==> config.mk <==
export PLATFORM = sky130hd
export DESIGN_NAME = fbs_scanner_status
export DESIGN_NICKNAME = d
export VERILOG_FILES = /design/src/fbs_scanner_status.v /design/src/fbs_stretch.v
export VERILOG_INCLUDE_DIRS = /design/src
export SDC_FILE = /design/constraint.sdc
export NUM_CORES = 2
export LEC_CHECK = 0
export ABC_AREA = 1
export BUFFER_PORTS_ARGS = -buffer_cell sky130_fd_sc_hd__buf_2
export CORE_AREA = 4 4 411 413
export CTS_BUF_LIST = sky130_fd_sc_hd__clkbuf_4 sky130_fd_sc_hd__clkbuf_8 sky130_fd_sc_hd__clkbuf_16
export DETAILED_ROUTE_END_ITERATION = 10
export DIE_AREA = 0 0 415 417
export PLACE_DENSITY = 0.66
export SKIP_LAST_GASP = 1
export SYNTH_ARGS = -nofsm -noshare
export SYNTH_HDL_FRONTEND = slang
export SYNTH_HIERARCHICAL = 1
export SYNTH_SLANG_ARGS = --single-unit
==> constraint.sdc <==
create_clock -name sys_clk -period 3.95 [get_ports sys_clk]
set_input_delay 0.1975 -clock sys_clk [delete_from_list [all_inputs] [get_ports sys_clk]]
set_output_delay 0.1975 -clock sys_clk [all_outputs]
set_load 0.05 [all_outputs]
==> src/fbs_regs.vh <==
// Register offsets, field positions, reset values and timing counts of the fieldbus scanner status block.
`ifndef FBS_REGS_VH
`define FBS_REGS_VH
`define FBS_ADDR_W 8
`define FBS_CTRL 8'h00
`define FBS_STAT 8'h04
`define FBS_NODE_SEL 8'h08
`define FBS_NODE_OUT 8'h0c
`define FBS_NODE_IN 8'h10
`define FBS_INT_STAT 8'h14
`define FBS_INT_CLR 8'h18
`define FBS_INT_EN 8'h1c
`define FBS_NODE_EN_LO 8'h20
`define FBS_NODE_EN_HI 8'h24
`define FBS_CTRL_ONLINE 0
`define FBS_CTRL_SCAN 1
`define FBS_CTRL_CFGMODE 2
`define FBS_CTRL_DIAGNOSTIC_INDICATOR 3
`define FBS_CTRL_RATE_LO 4
`define FBS_CTRL_RATE_HI 5
`define FBS_CTRL_HWERR 6
`define FBS_CTRL_FATAL 7
`define FBS_CTRL_RECOV 8
`define FBS_CTRL_RST 9'h000
`define FBS_RATE_125 2'h0
`define FBS_RATE_250 2'h1
`define FBS_RATE_500 2'h2
`define FBS_INT_NODE_TMO 0
`define FBS_INT_NODE_UP 1
`define FBS_INT_DIAGNOSTIC_INDICATOR_DONE 2
`define FBS_INT_SCAN_DONE 3
`define FBS_CLK_HZ 20000000
`define FBS_CLK_NS 50
`define FBS_BAUD_125 125000
`define FBS_BAUD_250 250000
`define FBS_BAUD_500 500000
`define FBS_FLASH_HALF_NS 500000000
`define FBS_FLASH_HALF_CYC (`FBS_FLASH_HALF_NS / `FBS_CLK_NS)
`define FBS_STRETCH_NS 50000000
`define FBS_STRETCH_CYC (`FBS_STRETCH_NS / `FBS_CLK_NS)
`define FBS_DIAGNOSTIC_INDICATOR_NS 100000000
`define FBS_DIAGNOSTIC_INDICATOR_CYC (`FBS_DIAGNOSTIC_INDICATOR_NS / `FBS_CLK_NS)
`define FBS_RSP_TMO_NS 1000000
`define FBS_RSP_TMO_CYC (`FBS_RSP_TMO_NS / `FBS_CLK_NS)
`endif

==> src/fbs_scanner_status.v <==
// Fieldbus scanner status, indication and master scan logic with an APB register slave.
// Notes on behaviour
// - Network indicator dark off-line, green with a node, flashing green without.
// - Network indicator steady red on an unrecoverable fault.
// - Network indicator flashes red on node timeout or recoverable fault.
// - Scanner indicator dark in reset, green active, flashing green healthy idle.
// - Scanner red on error, flashing red bad config, orange in download mode.
// - Receive indicator flickers while configuration data arrives, else dark.
// - Transmit indicator flickers while configuration data leaves, else dark.
// - Diagnostic indicator lit only while built-in diagnostic tests run.
// - Network bit rate of 125, 250 or 500 kbaud from configuration.
// - Up to 63 slave nodes, each with its own memory image entries.
// - While scanning, image data is exchanged continually with the nodes.
// - The module is the only master and starts every exchange.
`include "fbs_regs.vh"
module fbs_scanner_status #(
    parameter integer NODES = 63,
    parameter integer FLASH_HALF_CYC = `FBS_FLASH_HALF_CYC,
    parameter integer STRETCH_CYC = `FBS_STRETCH_CYC,
    parameter integer DIAGNOSTIC_INDICATOR_CYC = `FBS_DIAGNOSTIC_INDICATOR_CYC,
    parameter integer RSP_TMO_CYC = `FBS_RSP_TMO_CYC
) (
    input wire sys_clk,
    input wire rst_n,
    input wire psel,
    input wire penable,
    input wire pwrite,
    input wire [7:0] paddr,
    input wire [31:0] pwdata,
    output wire pready,
    output reg [31:0] prdata,
    output wire pslverr,
    output wire irq,
    input wire cfg_rxd,
    input wire cfg_txd,
    output reg req_valid,
    input wire req_ready,
    output reg [5:0] req_node,
    output reg [7:0] req_data,
    input wire rsp_valid,
    input wire [5:0] rsp_node,
    input wire [7:0] rsp_data,
    output reg [8:0] bit_div,
    output reg net_led_green,
    output reg net_led_red,
    output reg scan_led_green,
    output reg scan_led_red,
    output reg cfg_rx_led,
    output reg cfg_tx_led,
    output reg diagnostic_indicator
);
    localparam [2:0] ST_IDLE = 3'b001;
    localparam [2:0] ST_REQ = 3'b010;
    localparam [2:0] ST_WAIT = 3'b100;
    localparam integer DIV_125 = `FBS_CLK_HZ / `FBS_BAUD_125;
    localparam integer DIV_250 = `FBS_CLK_HZ / `FBS_BAUD_250;
    localparam integer DIV_500 = `FBS_CLK_HZ / `FBS_BAUD_500;

    reg [8:0] ctrl_r;
    reg [5:0] sel_r;
    reg [62:0] node_en_r;
    reg [3:0] int_stat_r;
    reg [3:0] int_en_r;
    reg [7:0] out_img [0:62];
    reg [7:0] in_img [0:62];
    reg [62:0] conn_r;
    reg [62:0] tmo_r;
    reg [2:0] state_r;
    reg [5:0] idx_r;
    reg [31:0] wait_r;
    reg [31:0] flash_cnt_r;
    reg flash_r;
    reg [31:0] diagnostic_indicator_cnt_r;
    reg diagnostic_indicator_busy_r;
    reg [3:0] ev_w;
    reg [31:0] rd_w;
    reg map_w;
    wire setup_w;
    wire wr_w;
    wire rx_act_w;
    wire tx_act_w;
    wire [1:0] rate_w;
    wire cfg_bad_w;
    wire scanning_w;
    wire [5:0] last_w;
    integer i;

    assign setup_w = psel & ~penable;
    assign wr_w = psel & penable & pwrite;
    assign pready = 1'b1;
    assign pslverr = psel & penable & ~map_w;
    assign irq = |(int_stat_r & int_en_r);
    assign rate_w = ctrl_r[`FBS_CTRL_RATE_HI:`FBS_CTRL_RATE_LO];
    // The fourth rate code is not a valid rate, so it counts as bad downloaded data.
    assign cfg_bad_w = (rate_w != `FBS_RATE_125) && (rate_w != `FBS_RATE_250) && (rate_w != `FBS_RATE_500);
    // Scanning needs a valid configuration and stops during a download.
    assign scanning_w = ctrl_r[`FBS_CTRL_SCAN] & ctrl_r[`FBS_CTRL_ONLINE] & ~ctrl_r[`FBS_CTRL_CFGMODE]
        & ~cfg_bad_w & ~ctrl_r[`FBS_CTRL_HWERR] & ~ctrl_r[`FBS_CTRL_FATAL];
    assign last_w = NODES[5:0] - 6'h01;

    // Read mux and address decode.
    always @* begin
        rd_w = 32'h00000000;
        map_w = 1'b1;
        case (paddr)
            `FBS_CTRL: rd_w = {23'h000000, ctrl_r};
            `FBS_STAT: rd_w = {16'h0000, 2'h0, idx_r, 4'h0, cfg_bad_w, diagnostic_indicator_busy_r, |tmo_r, |conn_r};
            `FBS_NODE_SEL: rd_w = {26'h0000000, sel_r};
            `FBS_NODE_OUT: rd_w = {24'h000000, out_img[sel_r]};
            `FBS_NODE_IN: rd_w = {24'h000000, in_img[sel_r]};
            `FBS_INT_STAT: rd_w = {28'h0000000, int_stat_r};
            `FBS_INT_CLR: rd_w = 32'h00000000;
            `FBS_INT_EN: rd_w = {28'h0000000, int_en_r};
            `FBS_NODE_EN_LO: rd_w = node_en_r[31:0];
            `FBS_NODE_EN_HI: rd_w = {1'b0, node_en_r[62:32]};
            default: map_w = 1'b0;
        endcase
    end

    // Read data is captured in the setup cycle so it stands from a flop in the access cycle.
    always @(posedge sys_clk) begin
        if (!rst_n) begin
            prdata <= 32'h00000000;
        end else if (setup_w && !pwrite) begin
            prdata <= rd_w;
        end
    end

    // Software registers; the diagnostic start bit does not stay set.
    always @(posedge sys_clk) begin
        if (!rst_n) begin
            ctrl_r <= `FBS_CTRL_RST;
            sel_r <= 6'h00;
            node_en_r <= 63'h0;
            int_en_r <= 4'h0;
        end else begin
            ctrl_r[`FBS_CTRL_DIAGNOSTIC_INDICATOR] <= 1'b0;
            if (wr_w) begin
                case (paddr)
                    `FBS_CTRL: ctrl_r <= pwdata[8:0];
                    `FBS_NODE_SEL: sel_r <= (pwdata[5:0] > last_w) ? last_w : pwdata[5:0];
                    `FBS_INT_EN: int_en_r <= pwdata[3:0];
                    `FBS_NODE_EN_LO: node_en_r[31:0] <= pwdata;
                    `FBS_NODE_EN_HI: node_en_r[62:32] <= pwdata[30:0];
                    default: ;
                endcase
            end
        end
    end

    // Host side of the memory image: one output byte per node.
    always @(posedge sys_clk) begin
        if (!rst_n) begin
            for (i = 0; i < 63; i = i + 1) begin
                out_img[i] <= 8'h00;
            end
        end else if (wr_w && paddr == `FBS_NODE_OUT) begin
            out_img[sel_r] <= pwdata[7:0];
        end
    end

    // Bit time in module clocks for the selected rate.
    always @(posedge sys_clk) begin
        if (!rst_n) begin
            bit_div <= 9'h000;
        end else begin
            case (rate_w)
                `FBS_RATE_125: bit_div <= DIV_125[8:0];
                `FBS_RATE_250: bit_div <= DIV_250[8:0];
                `FBS_RATE_500: bit_div <= DIV_500[8:0];
                default: bit_div <= 9'h000;
            endcase
        end
    end

    // Master scan: each enabled node is polled in turn; nodes never speak unasked.
    always @(posedge sys_clk) begin
        if (!rst_n) begin
            state_r <= ST_IDLE;
            idx_r <= 6'h00;
            wait_r <= 32'h00000000;
            req_valid <= 1'b0;
            req_node <= 6'h00;
            req_data <= 8'h00;
            conn_r <= 63'h0;
            tmo_r <= 63'h0;
            ev_w <= 4'h0;
            for (i = 0; i < 63; i = i + 1) begin
                in_img[i] <= 8'h00;
            end
        end else begin
            ev_w <= 4'h0;
            case (state_r)
                ST_IDLE: begin
                    if (!scanning_w) begin
                        conn_r <= 63'h0;
                    end else if (node_en_r[idx_r]) begin
                        req_valid <= 1'b1;
                        req_node <= idx_r;
                        req_data <= out_img[idx_r];
                        state_r <= ST_REQ;
                    end else begin
                        ev_w[`FBS_INT_SCAN_DONE] <= (idx_r == last_w);
                        idx_r <= (idx_r == last_w) ? 6'h00 : idx_r + 6'h01;
                    end
                end
                ST_REQ: begin
                    if (req_ready) begin
                        req_valid <= 1'b0;
                        wait_r <= 32'h00000000;
                        state_r <= ST_WAIT;
                    end
                end
                ST_WAIT: begin
                    wait_r <= wait_r + 32'h00000001;
                    if (rsp_valid && rsp_node == idx_r) begin
                        in_img[idx_r] <= rsp_data;
                        conn_r[idx_r] <= 1'b1;
                        tmo_r[idx_r] <= 1'b0;
                        ev_w[`FBS_INT_NODE_UP] <= ~conn_r[idx_r];
                        ev_w[`FBS_INT_SCAN_DONE] <= (idx_r == last_w);
                        idx_r <= (idx_r == last_w) ? 6'h00 : idx_r + 6'h01;
                        state_r <= ST_IDLE;
                    end else if (wait_r >= RSP_TMO_CYC - 1) begin
                        conn_r[idx_r] <= 1'b0;
                        tmo_r[idx_r] <= 1'b1;
                        ev_w[`FBS_INT_NODE_TMO] <= 1'b1;
                        ev_w[`FBS_INT_SCAN_DONE] <= (idx_r == last_w);
                        idx_r <= (idx_r == last_w) ? 6'h00 : idx_r + 6'h01;
                        state_r <= ST_IDLE;
                    end
                end
                default: begin
                    req_valid <= 1'b0;
                    state_r <= ST_IDLE;
                end
            endcase
        end
    end

    // Sticky interrupt status; a new event in the clear cycle survives the clear.
    always @(posedge sys_clk) begin
        if (!rst_n) begin
            int_stat_r <= 4'h0;
        end else if (wr_w && paddr == `FBS_INT_CLR) begin
            int_stat_r <= (int_stat_r & ~pwdata[3:0]) | ev_w;
        end else begin
            int_stat_r <= int_stat_r | ev_w;
        end
    end

    // Common flash clock for every flashing indicator.
    always @(posedge sys_clk) begin
        if (!rst_n) begin
            flash_cnt_r <= 32'h00000000;
            flash_r <= 1'b0;
        end else if (flash_cnt_r >= FLASH_HALF_CYC - 1) begin
            flash_cnt_r <= 32'h00000000;
            flash_r <= ~flash_r;
        end else begin
            flash_cnt_r <= flash_cnt_r + 32'h00000001;
        end
    end

    // Diagnostics run once after reset and again on each software start.
    always @(posedge sys_clk) begin
        if (!rst_n) begin
            diagnostic_indicator_cnt_r <= 32'h00000000;
            diagnostic_indicator_busy_r <= 1'b1;
            diagnostic_indicator <= 1'b0;
        end else begin
            diagnostic_indicator <= diagnostic_indicator_busy_r;
            if (ctrl_r[`FBS_CTRL_DIAGNOSTIC_INDICATOR]) begin
                diagnostic_indicator_cnt_r <= 32'h00000000;
                diagnostic_indicator_busy_r <= 1'b1;
            end else if (diagnostic_indicator_busy_r) begin
                diagnostic_indicator_cnt_r <= diagnostic_indicator_cnt_r + 32'h00000001;
                if (diagnostic_indicator_cnt_r >= DIAGNOSTIC_INDICATOR_CYC - 1) begin
                    diagnostic_indicator_busy_r <= 1'b0;
                end
            end
        end
    end

    // The receive pin is asynchronous and is synchronised; the transmit line is already on this clock.
    fbs_stretch #(.SYNC(1), .CYC(STRETCH_CYC)) u_rx_act (
        .sys_clk(sys_clk), .rst_n(rst_n), .line_in(cfg_rxd), .act_out(rx_act_w)
    );

    fbs_stretch #(.SYNC(0), .CYC(STRETCH_CYC)) u_tx_act (
        .sys_clk(sys_clk), .rst_n(rst_n), .line_in(cfg_txd), .act_out(tx_act_w)
    );

    // Indicator encoding; reset holds every indicator dark.
    always @(posedge sys_clk) begin
        if (!rst_n) begin
            net_led_green <= 1'b0;
            net_led_red <= 1'b0;
            scan_led_green <= 1'b0;
            scan_led_red <= 1'b0;
            cfg_rx_led <= 1'b0;
            cfg_tx_led <= 1'b0;
        end else begin
            cfg_rx_led <= rx_act_w;
            cfg_tx_led <= tx_act_w;
            if (ctrl_r[`FBS_CTRL_FATAL]) begin
                net_led_green <= 1'b0;
                net_led_red <= 1'b1;
            end else if (!ctrl_r[`FBS_CTRL_ONLINE]) begin
                net_led_green <= 1'b0;
                net_led_red <= 1'b0;
            end else if (ctrl_r[`FBS_CTRL_RECOV] || (|tmo_r)) begin
                net_led_green <= 1'b0;
                net_led_red <= flash_r;
            end else begin
                net_led_green <= (|conn_r) ? 1'b1 : flash_r;
                net_led_red <= 1'b0;
            end
            if (ctrl_r[`FBS_CTRL_HWERR]) begin
                scan_led_green <= 1'b0;
                scan_led_red <= 1'b1;
            end else if (ctrl_r[`FBS_CTRL_CFGMODE]) begin
                scan_led_green <= 1'b1;
                scan_led_red <= 1'b1;
            end else if (cfg_bad_w) begin
                scan_led_green <= 1'b0;
                scan_led_red <= flash_r;
            end else begin
                scan_led_green <= scanning_w ? 1'b1 : flash_r;
                scan_led_red <= 1'b0;
            end
        end
    end
endmodule // fbs_scanner_status

==> src/fbs_stretch.v <==
// Activity detector that stretches short low-going serial activity into a visible indicator pulse.
module fbs_stretch #(
    parameter SYNC = 1,
    parameter integer CYC = 1000000
) (
    input wire sys_clk,
    input wire rst_n,
    input wire line_in,
    output wire act_out
);
    reg s1_r;
    reg s2_r;
    reg [23:0] cnt_r;
    wire line_w;

    // Unused stages still clock the line in but go unread when it is already in the clock domain.
    always @(posedge sys_clk) begin
        if (!rst_n) begin
            s1_r <= 1'b1;
            s2_r <= 1'b1;
        end else begin
            s1_r <= line_in;
            s2_r <= s1_r;
        end
    end

    assign line_w = (SYNC != 0) ? s2_r : line_in;

    // A start bit or any low data bit reloads the hold time, so a lone byte stays visible.
    always @(posedge sys_clk) begin
        if (!rst_n) begin
            cnt_r <= 24'h000000;
        end else if (!line_w) begin
            cnt_r <= CYC[23:0];
        end else if (cnt_r != 24'h000000) begin
            cnt_r <= cnt_r - 24'h000001;
        end
    end

    assign act_out = (cnt_r != 24'h000000);
endmodule // fbs_stretch

==> metrics.md <==
| Metric | Value |
|---|---|
| Status | finished clean |
| Final Hold Vio Count | 0 |
| Net Sw Power | 8330 uW |
| Vias in the first global route | 58476 |
| Area Growth Syn to Fin | 12.44% |
| Top_reg_cell synth | edfxtp_1 |
| Ranking of synthesized cells by area | edfxtp_1, nand2_1, dfxtp_1 |
| Ys async rst share | 0% |
| F_max | 271.6 MHz |
| GRT overflow | 0 |
| Final wirelength | 248700 um |
| Global placement routability congestion | 0.9741 |
| # nets final | 8647 |
| CORE AREA | 0.1648 mm2 |
| Drc violations | 0 |
| WL/cell | 22.82 um |
| Post-synthesis sequential area ratio | 55.80% |
| Met2 Use GR | 42.71% |
| Internal | 26630 uW |
| Worst path buffer plus inverter count | 6 |
| CP Launch Type | input port |
| Post-synth top cells | nand2_1, nor2_1, edfxtp_1 |
| Sum Neg Setup Slack | 0 ns |
| H-tree depth | 4 |
| Vias per std cell | 5.796 |
| Max clock buf depth | 3 |
| CTS resizes | 0 |
| Cell family with the largest share of critical-path delay | simple AND/OR/NAND/NOR gates |
| Largest net degree at the start of global routing | 162 |
| Maxcap violations | 0 |
| Die width | 415 um |
| Share of cells above drive strength 1 | 8.652% |
| DR pass1 iterations | 9 |
| Io pins | 129 |
| Total number of vias | 63157 |
| Initial antenna violation count | 5 |
| Worst skew pair latency | 0.82 ns |
| Post-DRT Antenna Nets | 0 |
| First-pass GRT wire length | 368400 um |
| Arr. time, crit path | 4.13 ns |
| Mapped Area | 0.07075 mm2 |
| Hold Path Class | input port to flip-flop |
| Clock sink count | 1460 |
| Unrepaired setup endpoints after global routing | false |
| Buffers on Ports | 123 |
| Synth area leader | edfxtp_1 |
| Top-count cell post-synth | nand2_1 |
| Clk_skew | 0.03393 ns |
| Clk network pwr share | 44.0% |
| Syn_area_per_cell | 8.228 um2 |
| Crit path kind | input port to flip-flop |
| Critical Path Slowest Stage Cell | dlygate4sd3_1 |
| Die Area | 0.1731 mm2 |
| DIE HEIGHT | 417 um |
| Final setup viols | 0 |
| Overall Global Routing Usage | 27.71% |
| Peak VDD IR | 0.4702 mV |
| Slew Limit Fails | 0 |
| Maximum fanout along the worst path | 11 |
| Critical path endpoint category | flip-flop |
| CTS tree | yes |
| Worst slew margin | 6.453% |
| Ys Warns | 6 |
| Worst Tran Pin Value | 1.402 ns |
| Gate power share | 6.7% |
| CP Cell Sequence | dlygate4sd3_1, buf_2, nand2_1, nor2_4, dlygate4sd3_1, inv_2, nor2_1, inv_2, nor2_1, inv_2, nor4_4, nand2_1, nand2_1 |
| Gate Count Post-Synth | 8598 |
| Fin crit period | 3.681 ns |
| Clock input transition at the sequential cells of the worst setup and hold paths | 0.06 ns |
| Most used routing layer | met2 |
| Flop pwr share | 49.3% |
| DP HPWL | 162600 um |
| Post-synth EDFFs | 1024 |
| Switching part of the total | 23.83% |
| # rows | 149 |
| Final core occ | 48.27% |
| Yosys reg bits | 1460 |
| Root Buffer | clkbuf_16 |
| P_leak | 0.03083 uW |
| CP required | 4.40 ns |
| Pwr/cell area | 439.5 mW/mm2 |
| GRT met1 Usage | 37.05% |
| Met3 Track Usage GR | 6.322% |
| Final Cycle Share | 93.20% |
| Synth top area share | 43.46% |
| Initial Util | 42.93% |
| Iteration-0 DRC Markers | 8639 |
| CTS Buf Count | 153 |
| Yosys cell types | 61 |
| Slowest Stage Delay on Critical Path | 0.69 ns |
-- state kept, by name (all words and copies together), names as in the netlist, 4 cells and up, named ones only --
name and cells:
wait_r 32, u_tx_act/cnt_r 24, flash_cnt_r 32, int_en_r 4, conn_r 63, prdata 32
sel_r 6, in_img 512, int_stat_r 4, req_node 6, bit_div 4, u_rx_act/cnt_r 24
req_data 8, ctrl_r 9, node_en_r 63, diagnostic_indicator_cnt_r 32, idx_r 6, out_img 512
-- what timing repair did --
action,in CTS,in global routing
hold buffers,60,0
hold endpoints to repair,161,0
setup buffers,0,0
-- worst paths after layout --
kind | endpoint | slack [ns] | startpoint | cells past startpoint
worst max register to register | out_img[3][6] | 0.51 | sel_r[0] | 4
worst max-delay path | out_img[3][6] | 0.27 | penable | 13
worst min register to register | u_rx_act/line_w | 0.42 | u_rx_act/s1_r | 1
worst min-delay path | node_en_r[39] | 0.06 | paddr[3] | 6
-- metrics by stage --
step	hold slack, ns	area (um2)	setup slack (ns)	power [uW]	cells
after floorplan	0.2964	70790	1.465	19100	8609
after detailed placement	0.3950	73620	0.6770	19820	10549
after global routing	0.07536	79540	0.1324	36000	10892
final	0.06146	79550	0.2687	34960	10896
after CTS	0.009846	79540	0.5747	35030	10892
after global placement	0.3885	73620	0.6911	19750	10549
-- metal layers --
metal  vias to the layer above  share of wire, %
met3                       692                11
met4                         0               5.5
met2                      3762                44
met5                         -                 0
li1                      28715                 -
met1                     29988                39
-- power groups by stage --
stage               sequential, uW  clock, uW  combinational [uW]
finish                       17200      15400                2360
global route                 17300      16100                2610
CTS                          17200      15500                2330
detailed placement           17500          0                2280
global placement             17500          0                2220
floorplan                    17400          0                1660
-- tightest hold or removal path, stage by stage --
cell and delay (ns):
buf_2 0.10, nor2_1 0.09, nand2_1 0.10, inv_1 0.13, nand3_1 0.13, a21oi_1 0.07
-- cells in the final DEF (no fill, tap or decap), drive strengths merged, types with 42 or more instances in the layout --
master       count
nand3         1025
a21oi          417
o22ai           42
clkinv          44
buf            298
a22oi           86
nor2          1434
nand2         2580
edfxtp        1024
nand4          108
dlygate4sd3     60
nor3            78
o21ai          275
clkbuf         215
inv            361
dfxtp          436
-- logic make-up after synthesis --
| logic type | count (synthesis) | share of synthesized area [%] |
|---|---|---|
| DFF | 1460 | 55.80 |
| buffers and inverters | 909 | 5.185 |
| xor gates and xnor gates | 37 | 0.4581 |
| other | 2 | 0.01062 |
| adders and majority gates | 9 | 0.1592 |
| AOI/OAI and AO/OA | 897 | 7.099 |
| and+or+nand+nor | 5284 | 31.29 |
-- layout make-up --
class / instances / area (um2)
multi-input combinational: 6240 / 27730
sequential: 1460 / 39490
tap: 2189 / 2739
timing repair buffer: 359 / 2872
fill: 15700 / 85250
antenna: 4 / 10.01
inverter: 361 / 1384
clock buffer: 214 / 4492
clock inverter: 69 / 830.8
(Power assumes the default switching activity.)
